$ cat src/hbp_pkg.sv
package hbp_pkg;
  // =====================================================================
  // clock and timing
  localparam int CLK_PS = 4000;
  localparam int ADDR_ACC_NS = 120;
  localparam int SEL_ACC_NS = 130;
  localparam int HOLD_NS = 10;
  localparam int WAIT_STATE_NS = 60;
  localparam int BOOT_WAIT_STATES = 13;
  localparam int CNT_W = 9;
  localparam logic [CNT_W-1:0] ADDR_ACC_CYC = CNT_W'((ADDR_ACC_NS * 1000 + CLK_PS - 1) / CLK_PS);
  localparam logic [CNT_W-1:0] HOLD_CYC = CNT_W'((HOLD_NS * 1000 + CLK_PS - 1) / CLK_PS);
  localparam logic [CNT_W-1:0] WAIT_CYC = CNT_W'((WAIT_STATE_NS * 1000 + CLK_PS - 1) / CLK_PS);
  localparam logic [CNT_W-1:0] BOOT_WAIT_CYC = CNT_W'(BOOT_WAIT_STATES) * WAIT_CYC;
  // =====================================================================
  // boot select address windows
  localparam logic [23:0] BOOT_BASE = 24'h000000;
  localparam logic [23:0] BOOT_SIZE_RESET = 24'h100000;
  localparam logic [23:0] BOOT_SIZE_LANE = 24'h020000;
  localparam int BOOT_REPROG_CYC = 64;
  // =====================================================================
  // bus cycle states
  typedef enum logic [1:0] {
    HBP_IDLE,
    HBP_SETUP,
    HBP_STROBE,
    HBP_HOLD
  } hbp_state_t;
endpackage : hbp_pkg

$ cat src/hbp_lane_map.sv
`timescale 1ns/1ps
module hbp_lane_map
  import hbp_pkg::*;
(
  input wire logic addr_lsb,
  input wire logic word,
  input wire logic lane_mode,
  input wire logic in_lane_window,
  input wire logic [15:0] wdata,
  input wire logic [15:0] bus_rdata,
  output logic upper_lane_enable_n,
  output logic [15:0] bus_wdata,
  output logic [15:0] user_rdata
);
  // =====================================================================
  // lane select: inside the window, odd byte wanted on word or odd-address byte in lane mode, on every access in boot mode
  always_comb begin
    if (lane_mode) begin
      upper_lane_enable_n = ~(in_lane_window & (word | addr_lsb));
    end else begin
      upper_lane_enable_n = ~in_lane_window;
    end
  end
  // =====================================================================
  // host d15-d8 is the even lane, host d7-d0 the device low byte
  always_comb begin
    if (word) begin
      bus_wdata = wdata;
      user_rdata = bus_rdata;
    end else if (addr_lsb) begin
      bus_wdata = {8'h00, wdata[7:0]};
      user_rdata = {8'h00, bus_rdata[7:0]};
    end else begin
      bus_wdata = {wdata[7:0], 8'h00};
      user_rdata = {8'h00, bus_rdata[15:8]};
    end
  end
endmodule : hbp_lane_map

$ cat src/hbp_host_port.sv
`timescale 1ns/1ps
module hbp_host_port
  import hbp_pkg::*;
#(
  parameter int REPROG_CYC = BOOT_REPROG_CYC
)(
  input wire logic clk_sys,
  input wire logic nrst,
  input wire logic req_valid,
  output logic req_ready,
  input wire logic [23:0] req_addr,
  input wire logic req_write,
  input wire logic req_word,
  input wire logic req_fetch,
  input wire logic [15:0] req_wdata,
  output logic rsp_valid,
  output logic [15:0] rsp_rdata,
  input wire logic power_select_mode,
  input wire logic combined_space,
  output logic boot_reprog_done,
  output logic [23:0] bus_addr,
  output logic high_addr_or_power_select_pin,
  output logic upper_lane_enable_n,
  output logic program_fetch_strobe_n,
  output logic host_data_strobe_n,
  output logic bus_rw,
  input wire logic [15:0] data_i,
  output logic [15:0] data_o,
  output logic data_oe
);
  // =====================================================================
  // state
  typedef struct packed {
    hbp_state_t st;
    logic [CNT_W-1:0] cnt;
    logic [6:0] boot_cnt;
    logic lane_mode;
    logic [23:0] addr;
    logic word;
    logic wr;
    logic fetch;
    logic psel;
    logic [15:0] wdata;
    logic [15:0] dout;
    logic oe;
    logic sel_n;
    logic lane_n;
    logic pstb_n;
    logic dstb_n;
    logic rv;
    logic [15:0] rdata;
  } hbp_regs_t;

  hbp_regs_t cur_ff;
  hbp_regs_t nxt_cur;
  logic lane_n_c;
  logic [15:0] bus_wdata_c;
  logic [15:0] user_rdata_c;
  logic in_window_c;

  function automatic logic in_block(input logic [23:0] a, input logic [23:0] size);
    in_block = (a >= BOOT_BASE) && (a < BOOT_BASE + size);
  endfunction : in_block

  assign in_window_c = cur_ff.lane_mode ? in_block(cur_ff.addr, BOOT_SIZE_LANE)
                                        : in_block(cur_ff.addr, BOOT_SIZE_RESET);

  hbp_lane_map u_lane (
    .addr_lsb(cur_ff.addr[0]),
    .word(cur_ff.word),
    .lane_mode(cur_ff.lane_mode),
    .in_lane_window(in_window_c),
    .wdata(cur_ff.wdata),
    .bus_rdata(data_i),
    .upper_lane_enable_n(lane_n_c),
    .bus_wdata(bus_wdata_c),
    .user_rdata(user_rdata_c)
  );

  function automatic logic [CNT_W-1:0] strobe_len(input logic lane_mode, input logic psel);
    logic [CNT_W-1:0] n;
    n = ADDR_ACC_CYC;
    if (!lane_mode) begin
      n = n + BOOT_WAIT_CYC;
    end
    if (psel) begin
      n = n + WAIT_CYC;
    end
    strobe_len = n;
  endfunction : strobe_len

  // =====================================================================
  // next state
  always_comb begin
    nxt_cur = cur_ff;
    nxt_cur.rv = 1'b0;
    if (!cur_ff.lane_mode) begin
      if (cur_ff.boot_cnt == 7'(REPROG_CYC - 1)) begin
        nxt_cur.lane_mode = 1'b1;
      end else begin
        nxt_cur.boot_cnt = cur_ff.boot_cnt + 7'h01;
      end
    end
    unique case (cur_ff.st)
      HBP_IDLE: begin
        if (req_valid) begin
          nxt_cur.addr = req_addr;
          nxt_cur.word = req_word & ~req_addr[0];
          nxt_cur.wr = req_write;
          nxt_cur.fetch = req_fetch & ~req_write;
          nxt_cur.psel = power_select_mode;
          nxt_cur.wdata = req_wdata;
          nxt_cur.st = HBP_SETUP;
        end
      end
      HBP_SETUP: begin
        nxt_cur.lane_n = lane_n_c;
        nxt_cur.sel_n = 1'b0;
        nxt_cur.dout = bus_wdata_c;
        nxt_cur.oe = cur_ff.wr;
        nxt_cur.cnt = strobe_len(cur_ff.lane_mode, cur_ff.psel) - 9'h001;
        if (cur_ff.fetch && !combined_space) begin
          nxt_cur.pstb_n = 1'b0;
        end else begin
          nxt_cur.dstb_n = 1'b0;
        end
        nxt_cur.st = HBP_STROBE;
      end
      HBP_STROBE: begin
        if (cur_ff.cnt == 9'h000) begin
          nxt_cur.pstb_n = 1'b1;
          nxt_cur.dstb_n = 1'b1;
          nxt_cur.rdata = user_rdata_c;
          nxt_cur.cnt = HOLD_CYC - 9'h001;
          nxt_cur.st = HBP_HOLD;
        end else begin
          nxt_cur.cnt = cur_ff.cnt - 9'h001;
        end
      end
      HBP_HOLD: begin
        if (cur_ff.cnt == 9'h000) begin
          nxt_cur.sel_n = 1'b1;
          nxt_cur.lane_n = 1'b1;
          nxt_cur.oe = 1'b0;
          nxt_cur.rv = 1'b1;
          nxt_cur.st = HBP_IDLE;
        end else begin
          nxt_cur.cnt = cur_ff.cnt - 9'h001;
        end
      end
    endcase
  end

  always_ff @(posedge clk_sys) begin
    if (!nrst) begin
      cur_ff <= '{st: HBP_IDLE, sel_n: 1'b1, lane_n: 1'b1, pstb_n: 1'b1,
                  dstb_n: 1'b1, default: '0};
    end else begin
      cur_ff <= nxt_cur;
    end
  end

  // =====================================================================
  // outputs
  assign req_ready = (cur_ff.st == HBP_IDLE);
  assign rsp_valid = cur_ff.rv;
  assign rsp_rdata = cur_ff.rdata;
  assign boot_reprog_done = cur_ff.lane_mode;
  assign bus_addr = cur_ff.addr;
  assign high_addr_or_power_select_pin = cur_ff.psel ? cur_ff.sel_n : cur_ff.addr[19];
  assign upper_lane_enable_n = cur_ff.lane_n;
  assign program_fetch_strobe_n = cur_ff.pstb_n;
  assign host_data_strobe_n = cur_ff.dstb_n;
  assign bus_rw = ~cur_ff.wr;
  assign data_o = cur_ff.dout;
  assign data_oe = cur_ff.oe;

  // =====================================================================
  // checks
  logic [CNT_W-1:0] stb_len_ff;
  logic [CNT_W-1:0] exp_len_ff;
  always_ff @(posedge clk_sys) begin
    if (!nrst || (program_fetch_strobe_n && host_data_strobe_n)) begin
      stb_len_ff <= '0;
    end else begin
      stb_len_ff <= stb_len_ff + 9'h001;
    end
  end

  // expected strobe length latched at setup, boot mode may end mid-strobe
  always_ff @(posedge clk_sys) begin
    if (!nrst) begin
      exp_len_ff <= '0;
    end else if (cur_ff.st == HBP_SETUP) begin
      exp_len_ff <= ADDR_ACC_CYC + (cur_ff.lane_mode ? 9'h000 : BOOT_WAIT_CYC)
                    + (cur_ff.psel ? WAIT_CYC : 9'h000);
    end
  end

  a_strobe_len_exact: assert property (@(posedge clk_sys) disable iff (!nrst)
    $rose(program_fetch_strobe_n & host_data_strobe_n) && cur_ff.st == HBP_HOLD
    |-> stb_len_ff == exp_len_ff)
    else $error("strobe length wrong");
  a_select_covers_strobe: assert property (@(posedge clk_sys) disable iff (!nrst)
    cur_ff.psel && !(program_fetch_strobe_n && host_data_strobe_n)
    |-> !high_addr_or_power_select_pin)
    else $error("power select not held during strobe");
  a_select_hold_after: assert property (@(posedge clk_sys) disable iff (!nrst)
    $rose(host_data_strobe_n) && cur_ff.psel |-> !high_addr_or_power_select_pin [*3])
    else $error("power select hold too short");
  a_one_strobe_only: assert property (@(posedge clk_sys) disable iff (!nrst)
    !(program_fetch_strobe_n == 1'b0 && host_data_strobe_n == 1'b0))
    else $error("both strobes active");
  a_fetch_uses_pstrobe: assert property (@(posedge clk_sys) disable iff (!nrst)
    cur_ff.st == HBP_SETUP && cur_ff.fetch && !combined_space |=> !program_fetch_strobe_n)
    else $error("fetch without program strobe");
  a_even_byte_lane: assert property (@(posedge clk_sys) disable iff (!nrst)
    cur_ff.st == HBP_STROBE && cur_ff.lane_mode && !cur_ff.word && !cur_ff.addr[0]
    |-> upper_lane_enable_n)
    else $error("lane enable on even byte");
  a_boot_reprog_time: assert property (@(posedge clk_sys) disable iff (!nrst)
    $rose(boot_reprog_done) |-> $past(cur_ff.boot_cnt) == 7'(REPROG_CYC - 1))
    else $error("boot select reprogram time wrong");
  a_write_drive_only: assert property (@(posedge clk_sys) disable iff (!nrst)
    data_oe |-> !bus_rw && cur_ff.st != HBP_IDLE)
    else $error("data driven outside write");
  a_odd_data_low_lines: assert property (@(posedge clk_sys) disable iff (!nrst)
    data_oe && !cur_ff.word && cur_ff.addr[0] |-> data_o[7:0] == cur_ff.wdata[7:0])
    else $error("odd byte not on low lines");
endmodule : hbp_host_port

$ cat config.mk
export PLATFORM = sky130hd
export DESIGN_NAME = hbp_host_port
export DESIGN_NICKNAME = d
export VERILOG_FILES = /design/src/hbp_pkg.sv /design/src/hbp_lane_map.sv /design/src/hbp_host_port.sv
export SDC_FILE = /design/constraint.sdc
export NUM_CORES = 1
export LEC_CHECK = 0
export ABC_AREA = 1
export BUFFER_PORTS_ARGS = -buffer_cell sky130_fd_sc_hd__buf_2
export CORE_MARGIN = 1
export CORE_UTILIZATION = 48
export CTS_CLUSTER_SIZE = 30
export DETAILED_ROUTE_END_ITERATION = 7
export PLACE_DENSITY = 0.76
export SETUP_SLACK_MARGIN = 0.02
export SYNTH_ARGS = -nofsm -noshare
export SYNTH_HDL_FRONTEND = slang
export SYNTH_HIERARCHICAL = 1
export SYNTH_SLANG_ARGS = --single-unit
$ cat constraint.sdc
create_clock -name clk_sys -period 1.4 [get_ports clk_sys]
set_input_delay 0.07 -clock clk_sys [delete_from_list [all_inputs] [get_ports clk_sys]]
set_output_delay 0.07 -clock clk_sys [all_outputs]
set_load 0.02 [all_outputs]
Word level (Yosys, flattened, before mapping)
Cells that the tools add are included.
{"block": "classes", "mux": 26, "magnitude_cmp": 3, "n_bitwise": 11, "eq_ne": 10, "n_reduce_logical": 18, "add_sub_neg": 4}
{"operator": "$mux 16", "count": 3}
{"operator": "$mux 9", "count": 5}
{"operator": "$pmux 9 s3", "count": 1}
{"operator": "$ge 24x1->1 const B", "count": 1}
{"operator": "$lt 24x18->1 const B", "count": 1}
{"operator": "$lt 24x21->1 const B", "count": 1}
{"operator": "$sub 9x1->9 const B", "count": 2}
{"operator": "$mux 8", "count": 2}
{"operator": "$ne 2x2->1 const B", "count": 6}
{"operator": "$reduce_and 2->1", "count": 6}
{"operator": "$add 9x4->9 const B", "count": 1}
{"operator": "$logic_not 9->1", "count": 1}
{"operator": "$reduce_and 3->1", "count": 3}
{"operator": "$mux 1", "count": 8}
{"operator": "$pmux 2 s4", "count": 1}
{"operator": "$add 7x1->7 const B", "count": 1}
{"operator": "$eq 7x6->1 const B", "count": 1}
{"operator": "$not 1->1", "count": 7}
{"operator": "$mux 2", "count": 3}
{"operator": "$pmux 3 s2", "count": 1}
{"operator": "$eq 2x2->1 const B", "count": 2}
{"operator": "$pmux 2 s2", "count": 1}
{"operator": "$reduce_bool 2->1", "count": 2}
{"operator": "$and 1x1->1", "count": 3}
{"operator": "7 further kinds", "count": 9}
{"block": "word_totals", "in_bits": 64, "wordCells": 90, "out_inout_bits": 65, "register_bits": 101}

Longest topological paths before layout
{"block": "logic_depth", "word_depth": 7, "depth_mapped": 11}

Modules after synthesis
The synthesis kept the hierarchy.
{"mod": "hbp_host_port", "cells_per_inst": 625, "instances": 1, "area_each_um2": 4657.0}
{"mod": "hbp_lane_map", "cells_per_inst": 87, "instances": 1, "area_each_um2": 364.1}

Worst setup path before layout
No wires, ideal clock.
{"block": "synth_timing", "path_kind": "register -> register", "from": "register cur_ff (netlist bit boot_reprog_done)", "to": "register cur_ff[96] (netlist name)", "stages_incl_launch_ff": 11, "path_buffers": 0, "arrival_time_ns": 1.611, "synth_period_minus_slack_ns": 1.720, "required_ns": 1.291, "slack_ns": -0.320, "setup_time_ns": 0.109, "cell_sequence": "dfxtp_1 > inv_1 > ha_1 > nor2_1 > nand3_1 > nand2_1 > nand2_1 > nor2_1 > nand2_1 > nand2_1 > inv_1"}
{"block": "synth_via", "elab_chain_len": 7}
{"element": "start, declared", "line_no": "hbp_host_port.sv:54", "text": "hbp_regs_t cur_ff;"}
{"element": "start signal, assigned", "line_no": "hbp_host_port.sv:156", "text": "cur_ff <= '{st: HBP_IDLE, sel_n: 1'b1, lane_n: 1'b1, pstb_n: 1'b1,"}
{"element": "start signal, assigned", "line_no": "hbp_host_port.sv:159", "text": "cur_ff <= nxt_cur;"}
{"element": "$mux 8 *", "line_no": "hbp_host_port.sv:83", "text": "if (!lane_mode) begin"}
{"element": "$mux 9 *", "line_no": "hbp_host_port.sv:104", "text": "unique case (cur_ff.st)"}
{"element": "$add 9x4->9", "line_no": "hbp_host_port.sv:87", "text": "n = n + WAIT_CYC;"}
{"element": "$mux 9 *", "line_no": "hbp_host_port.sv:86", "text": "if (psel) begin"}
{"element": "$mux 9 *", "line_no": "hbp_host_port.sv:104"}
{"element": "$sub 9x1->9 *", "line_no": "hbp_host_port.sv:121", "text": "nxt_cur.cnt = strobe_len(cur_ff.lane_mode, cur_ff.psel) - 9'h001;"}
{"element": "$pmux 9 s3 *", "line_no": "hbp_host_port.sv:104"}
Every way passes the cells marked *; elsewhere a longest branch is shown, timed or not. The select of a mux whose other input is x is not followed.
A chain may end at the register's enable or synchronous reset.

Worst setup path after layout
{"block": "layout_timing", "from": "register cur_ff[100] (netlist name)", "to": "register cur_ff[96] (netlist name)"}
{"block": "layout_via", "elab_chain_len": 3, "word_cells_on_any_way": 7, "classes_between": "4 x eq/ne; 1 x mux; 2 x reduce/logical"}
{"element": "$eq 2x2->1 / $eq 2x1->1 (equally long branches)", "line_no": "hbp_host_port.sv:104"}
{"element": "$ne 2x2->1 (no source line) / $reduce_bool 3->1 (equally long branches)"}
{"element": "$reduce_and 2->1 (no source line)"}
Several ways; a longest one is shown, not always the timed one.

==> results.md <==
* Outcome: finished, violations left
* Failing checks: negative hold slack, negative setup slack
* Compound-Gate Fraction of Synth Area at 11.4%
* Crit path capture type: register
* Hold WC Path Type: input pin to register
* Power per cell area at between 1500 and 2000 nW/µm²
* Crit start category: register
* Multiplexer area fraction after synthesis at 0%
* Busiest grt layer: met2
* Initial Utilization at 50.4%
* Total iterations of the first detailed-routing run at 5
* Yosys reg bits at 101
* Finished Layout Cells at 980
* Worst reg2reg endpoint: cur_ff[96]$_SDFFE_PN0P_
* Wire length per cell at 13.7 µm
* Cell variety after synth at 35
* Worst Max-Slew Pin Slew at approximately 0.44 ns
* Detailed Place HPWL at 8.58 mm
* Die area at about 11000 µm²
* Core ar. at 9950 µm²
* Antenna diodes at 0
* Num rows at 36
* Synth Warn # at 6
* First-pass GRT wire length at 21.0 mm
* Post-synth top area cell: dfxtp_1
* CTS clk-pin slew, worst paths at around 0.1 ns
* Critical path class: register to register
* Met1 GRT Util at 28.3%
* Routability Congestion at roughly 0.88
* Pin count of the biggest net entering global routing at 52
* Relative slew slack at a little over 70%
* DRC viols at 0
* R2R setup slack at -0.03 ns
* Yosys top cell area share at 40.3%
* Clock Tree Buf Depth at 2
* CTS tree: done
* Slew Viols, Final at 0
* Design Power at roughly 12000 µW
* Synth Area in XOR/XNOR at 1.05%
* Layout cells sized above 1 at 31.9%
* Largest family of logic cells by synthesized area: simple AND/OR/NAND/NOR gates
* Area of all placed cells without fillers at 6450 µm²
* Reg-to-reg critical path startpoint: cur_ff[100]$_SDFFE_PN0P_
* Fmax at 700 MHz
* H-tree Lvls at 3
* Commonest non-fill, non-tap cell in the layout: nor2_1
* I/O pin cnt at ~130
* Placed Cells at 914
* Post-Synth Simple-Gate Area at 28.6%
* Syn Area/Cell at roughly 7 µm²
* Total Wirelength at 13.5 mm
* Critical path's most frequent cell: nand2_1
* Max_cap viols at 0
* Antenna violations before repair at 0
* WHS at -0.0128 ns
* Most frequent cells in the layout: 168 x nor2_1, 127 x buf_2, 117 x nand2_1, 89 x dfxtp_1, 67 x o21ai_0
* Final Core Density at 64.8%
* Met2 global-route usage at 41.5%
* Mapped Cells at 712
* LEAKAGE at 0.00315 µW
* Worst setup margin at -0.0283 ns
* Fin. Hold Viols at 1
* GRT Residual Overflow at 0
* Area grow syn2layout at 28.5%
* Vias per cell at 4.98
* Crit path DAT at roughly 1.7 ns
* Skew-Pair Late Insertion Delay at about 0.37 ns
* Setup TNS Final at -0.0283 ns
* Vias in the first global route at 4557
* HP Start: req_addr[9]
* Sequential area share after synthesis at roughly two fifths
* Layout Nets at 919
* GRT Util Overall at 23.7%
* GR Layer Usage met3 at 5.89%
* Worst path slowest cell: dfxtp_2
* Post-synthesis adder-cell area fraction at under 10%
* CTS buffer count at 9
* Crit share post-route at 102%
* Critical path, cell by cell: ha_2 -> inv_1 -> nand2_4 -> nor2_1 -> nand3_1 -> nand2_1 -> nor2_1 -> nand2_1 -> nand2_1 -> inv_1
* Routed Antenna Nets at 0
* Chip Height at 104 µm
* Die width at 104 µm
* Syn nets at 789
* Slowest stage delay, CP at 0.38 ns
* Crit path time final at between 1 and 1.5 ns
* Post-DP Area at 5520 µm²
* Peak supply drop at 1060 µV
* Critical Path RT at between 1.5 and 2 ns
* Top cells by area, synth: dfxtp_1 40%, nor2_1 13%, nand2_1 9.3%
* Setup-failing EPs final at 1
* RSZ-0062 raised after global routing: yes
* Worst Hold Depth at 3
* Setup Skew at 0.0159 ns
* Clock Sinks at 101
* Port Buf Inserts at 128
* R2R depth at 10
* Vias at 4885
* CP max FO at 9
* Mapped Area at 5020 µm²
* Hold Path End: bus_addr[9]$_SDFFE_PN0P_
* Root Driver: clkbuf_8
* Iter 0 DRT Violations at 320
[metal layers]
metal  wire length [µm]  vias up
li1                   -     2435
met1               5610     2225
met2               6680      199
met3                910       26
met4                265        0
met5                  0        -
[area by class of cell]
type / instances / area (µm²)
Inverter: 50 / 200
Clock buffer: 13 / 159
Multi-Input combinational cell: 477 / 2450
Timing Repair Buffer: 203 / 1390
Fill cell: 850 / 3500
Clock inverter: 3 / 45.0
Sequential cell: 101 / 2040
Tap cell: 133 / 166
[metrics by stage]
step / worst slack [ns] / hold WS [ns]
after floorplan: -0.0189 / 0.213
after global placement: 0.0100 / 0.320
after detailed placement: -0.0593 / 0.325
after CTS: -0.0472 / 0.000190
after global routing: -0.116 / 0.0139
final: -0.0283 / -0.0128
[cell usage after synthesis]
library cell,number
a211oi_1,2
a21oi_1,19
buf_1,1
buf_2,8
buf_4,57
buf_6,5
clkbuf_1,13
clkbuf_2,1
clkinv_1,2
dfxtp_1,101
ha_1,13
inv_1,43
inv_2,3
inv_4,2
nand2_1,124
nand2_2,3
nand2_4,2
nand3_1,18
nand3_4,1
nand3b_1,1
nand4_1,3
nor2_1,176
nor2_2,10
nor2_4,3
nor2_8,1
nor3_1,1
nor4_1,1
o211ai_1,1
o21a_1,1
o21ai_0,77
o21ai_1,11
o311ai_0,1
or2_2,1
xnor2_1,1
xor2_1,5
[registers in the layout, summed over array words and instances, names as in the netlist]
register / count
bus_addr: 24
cur_ff: 39
data_o: 16
upper_lane_enable_n: 1
host_data_strobe_n: 1
rsp_valid: 1
rsp_rdata: 16
boot_reprog_done: 1
program_fetch_strobe_n: 1
data_oe: 1
[where the power goes]
group	internal [µW]	total (µW)	switching, µW
Clock	927	1910	987
Sequential	3690	4240	548
Combinational	2220	5940	3730
[worst max-delay path by stage]
stage	slack [ns]	end	from	depth (start not counted)
final	-0.03	cur_ff[96]$_SDFFE_PN0P_	cur_ff[100]$_SDFFE_PN0P_	10
after global routing	-0.12	cur_ff[96]$_SDFFE_PN0P_	cur_ff[100]$_SDFFE_PN0P_	10
after CTS	-0.05	cur_ff[96]$_SDFFE_PN0P_	boot_reprog_done$_SDFF_PN0_	11
after detailed placement	-0.06	cur_ff[96]$_SDFFE_PN0P_	cur_ff[54]$_SDFFE_PN0P_	10
after global placement	0.01	cur_ff[96]$_SDFFE_PN0P_	cur_ff[99]$_SDFFE_PN0P_	11
after floorplan	-0.02	cur_ff[96]$_SDFFE_PN0P_	boot_reprog_done$_SDFF_PN0_	10
[critical path, delay by kind of cell, from the launching register on]
kind / cells / cell delay (ns)
DFF: 1 / 0.38
and+or+nand+nor: 7 / 0.57
buffers and inverters: 2 / 0.16
adders and majority gates: 1 / 0.23
[logic make-up (layout without fill, tap and decap cells)]
kind of cell             count (synthesis)  count (layout)
XOR/XNOR                                 6               6
AND/OR/NAND/NOR                        345             346
adder cells (fa/ha/maj)                 13              13
AO/OA/AOI/OAI                          112             112
flip-flops                             101             101
buffers and inverters                  135             269
[timing repair]
action | CTS | global route
hold buffers | 40 | 0
resized for setup | 21 | 63
pin swaps | 10 | 29
endpoints found under the setup margin | 28 | 77
setup buffers | 5 | 4
endpoints found under the hold margin | 40 | 0
gates cloned | 0 | 1
Power figures use the tool's default switching activity.
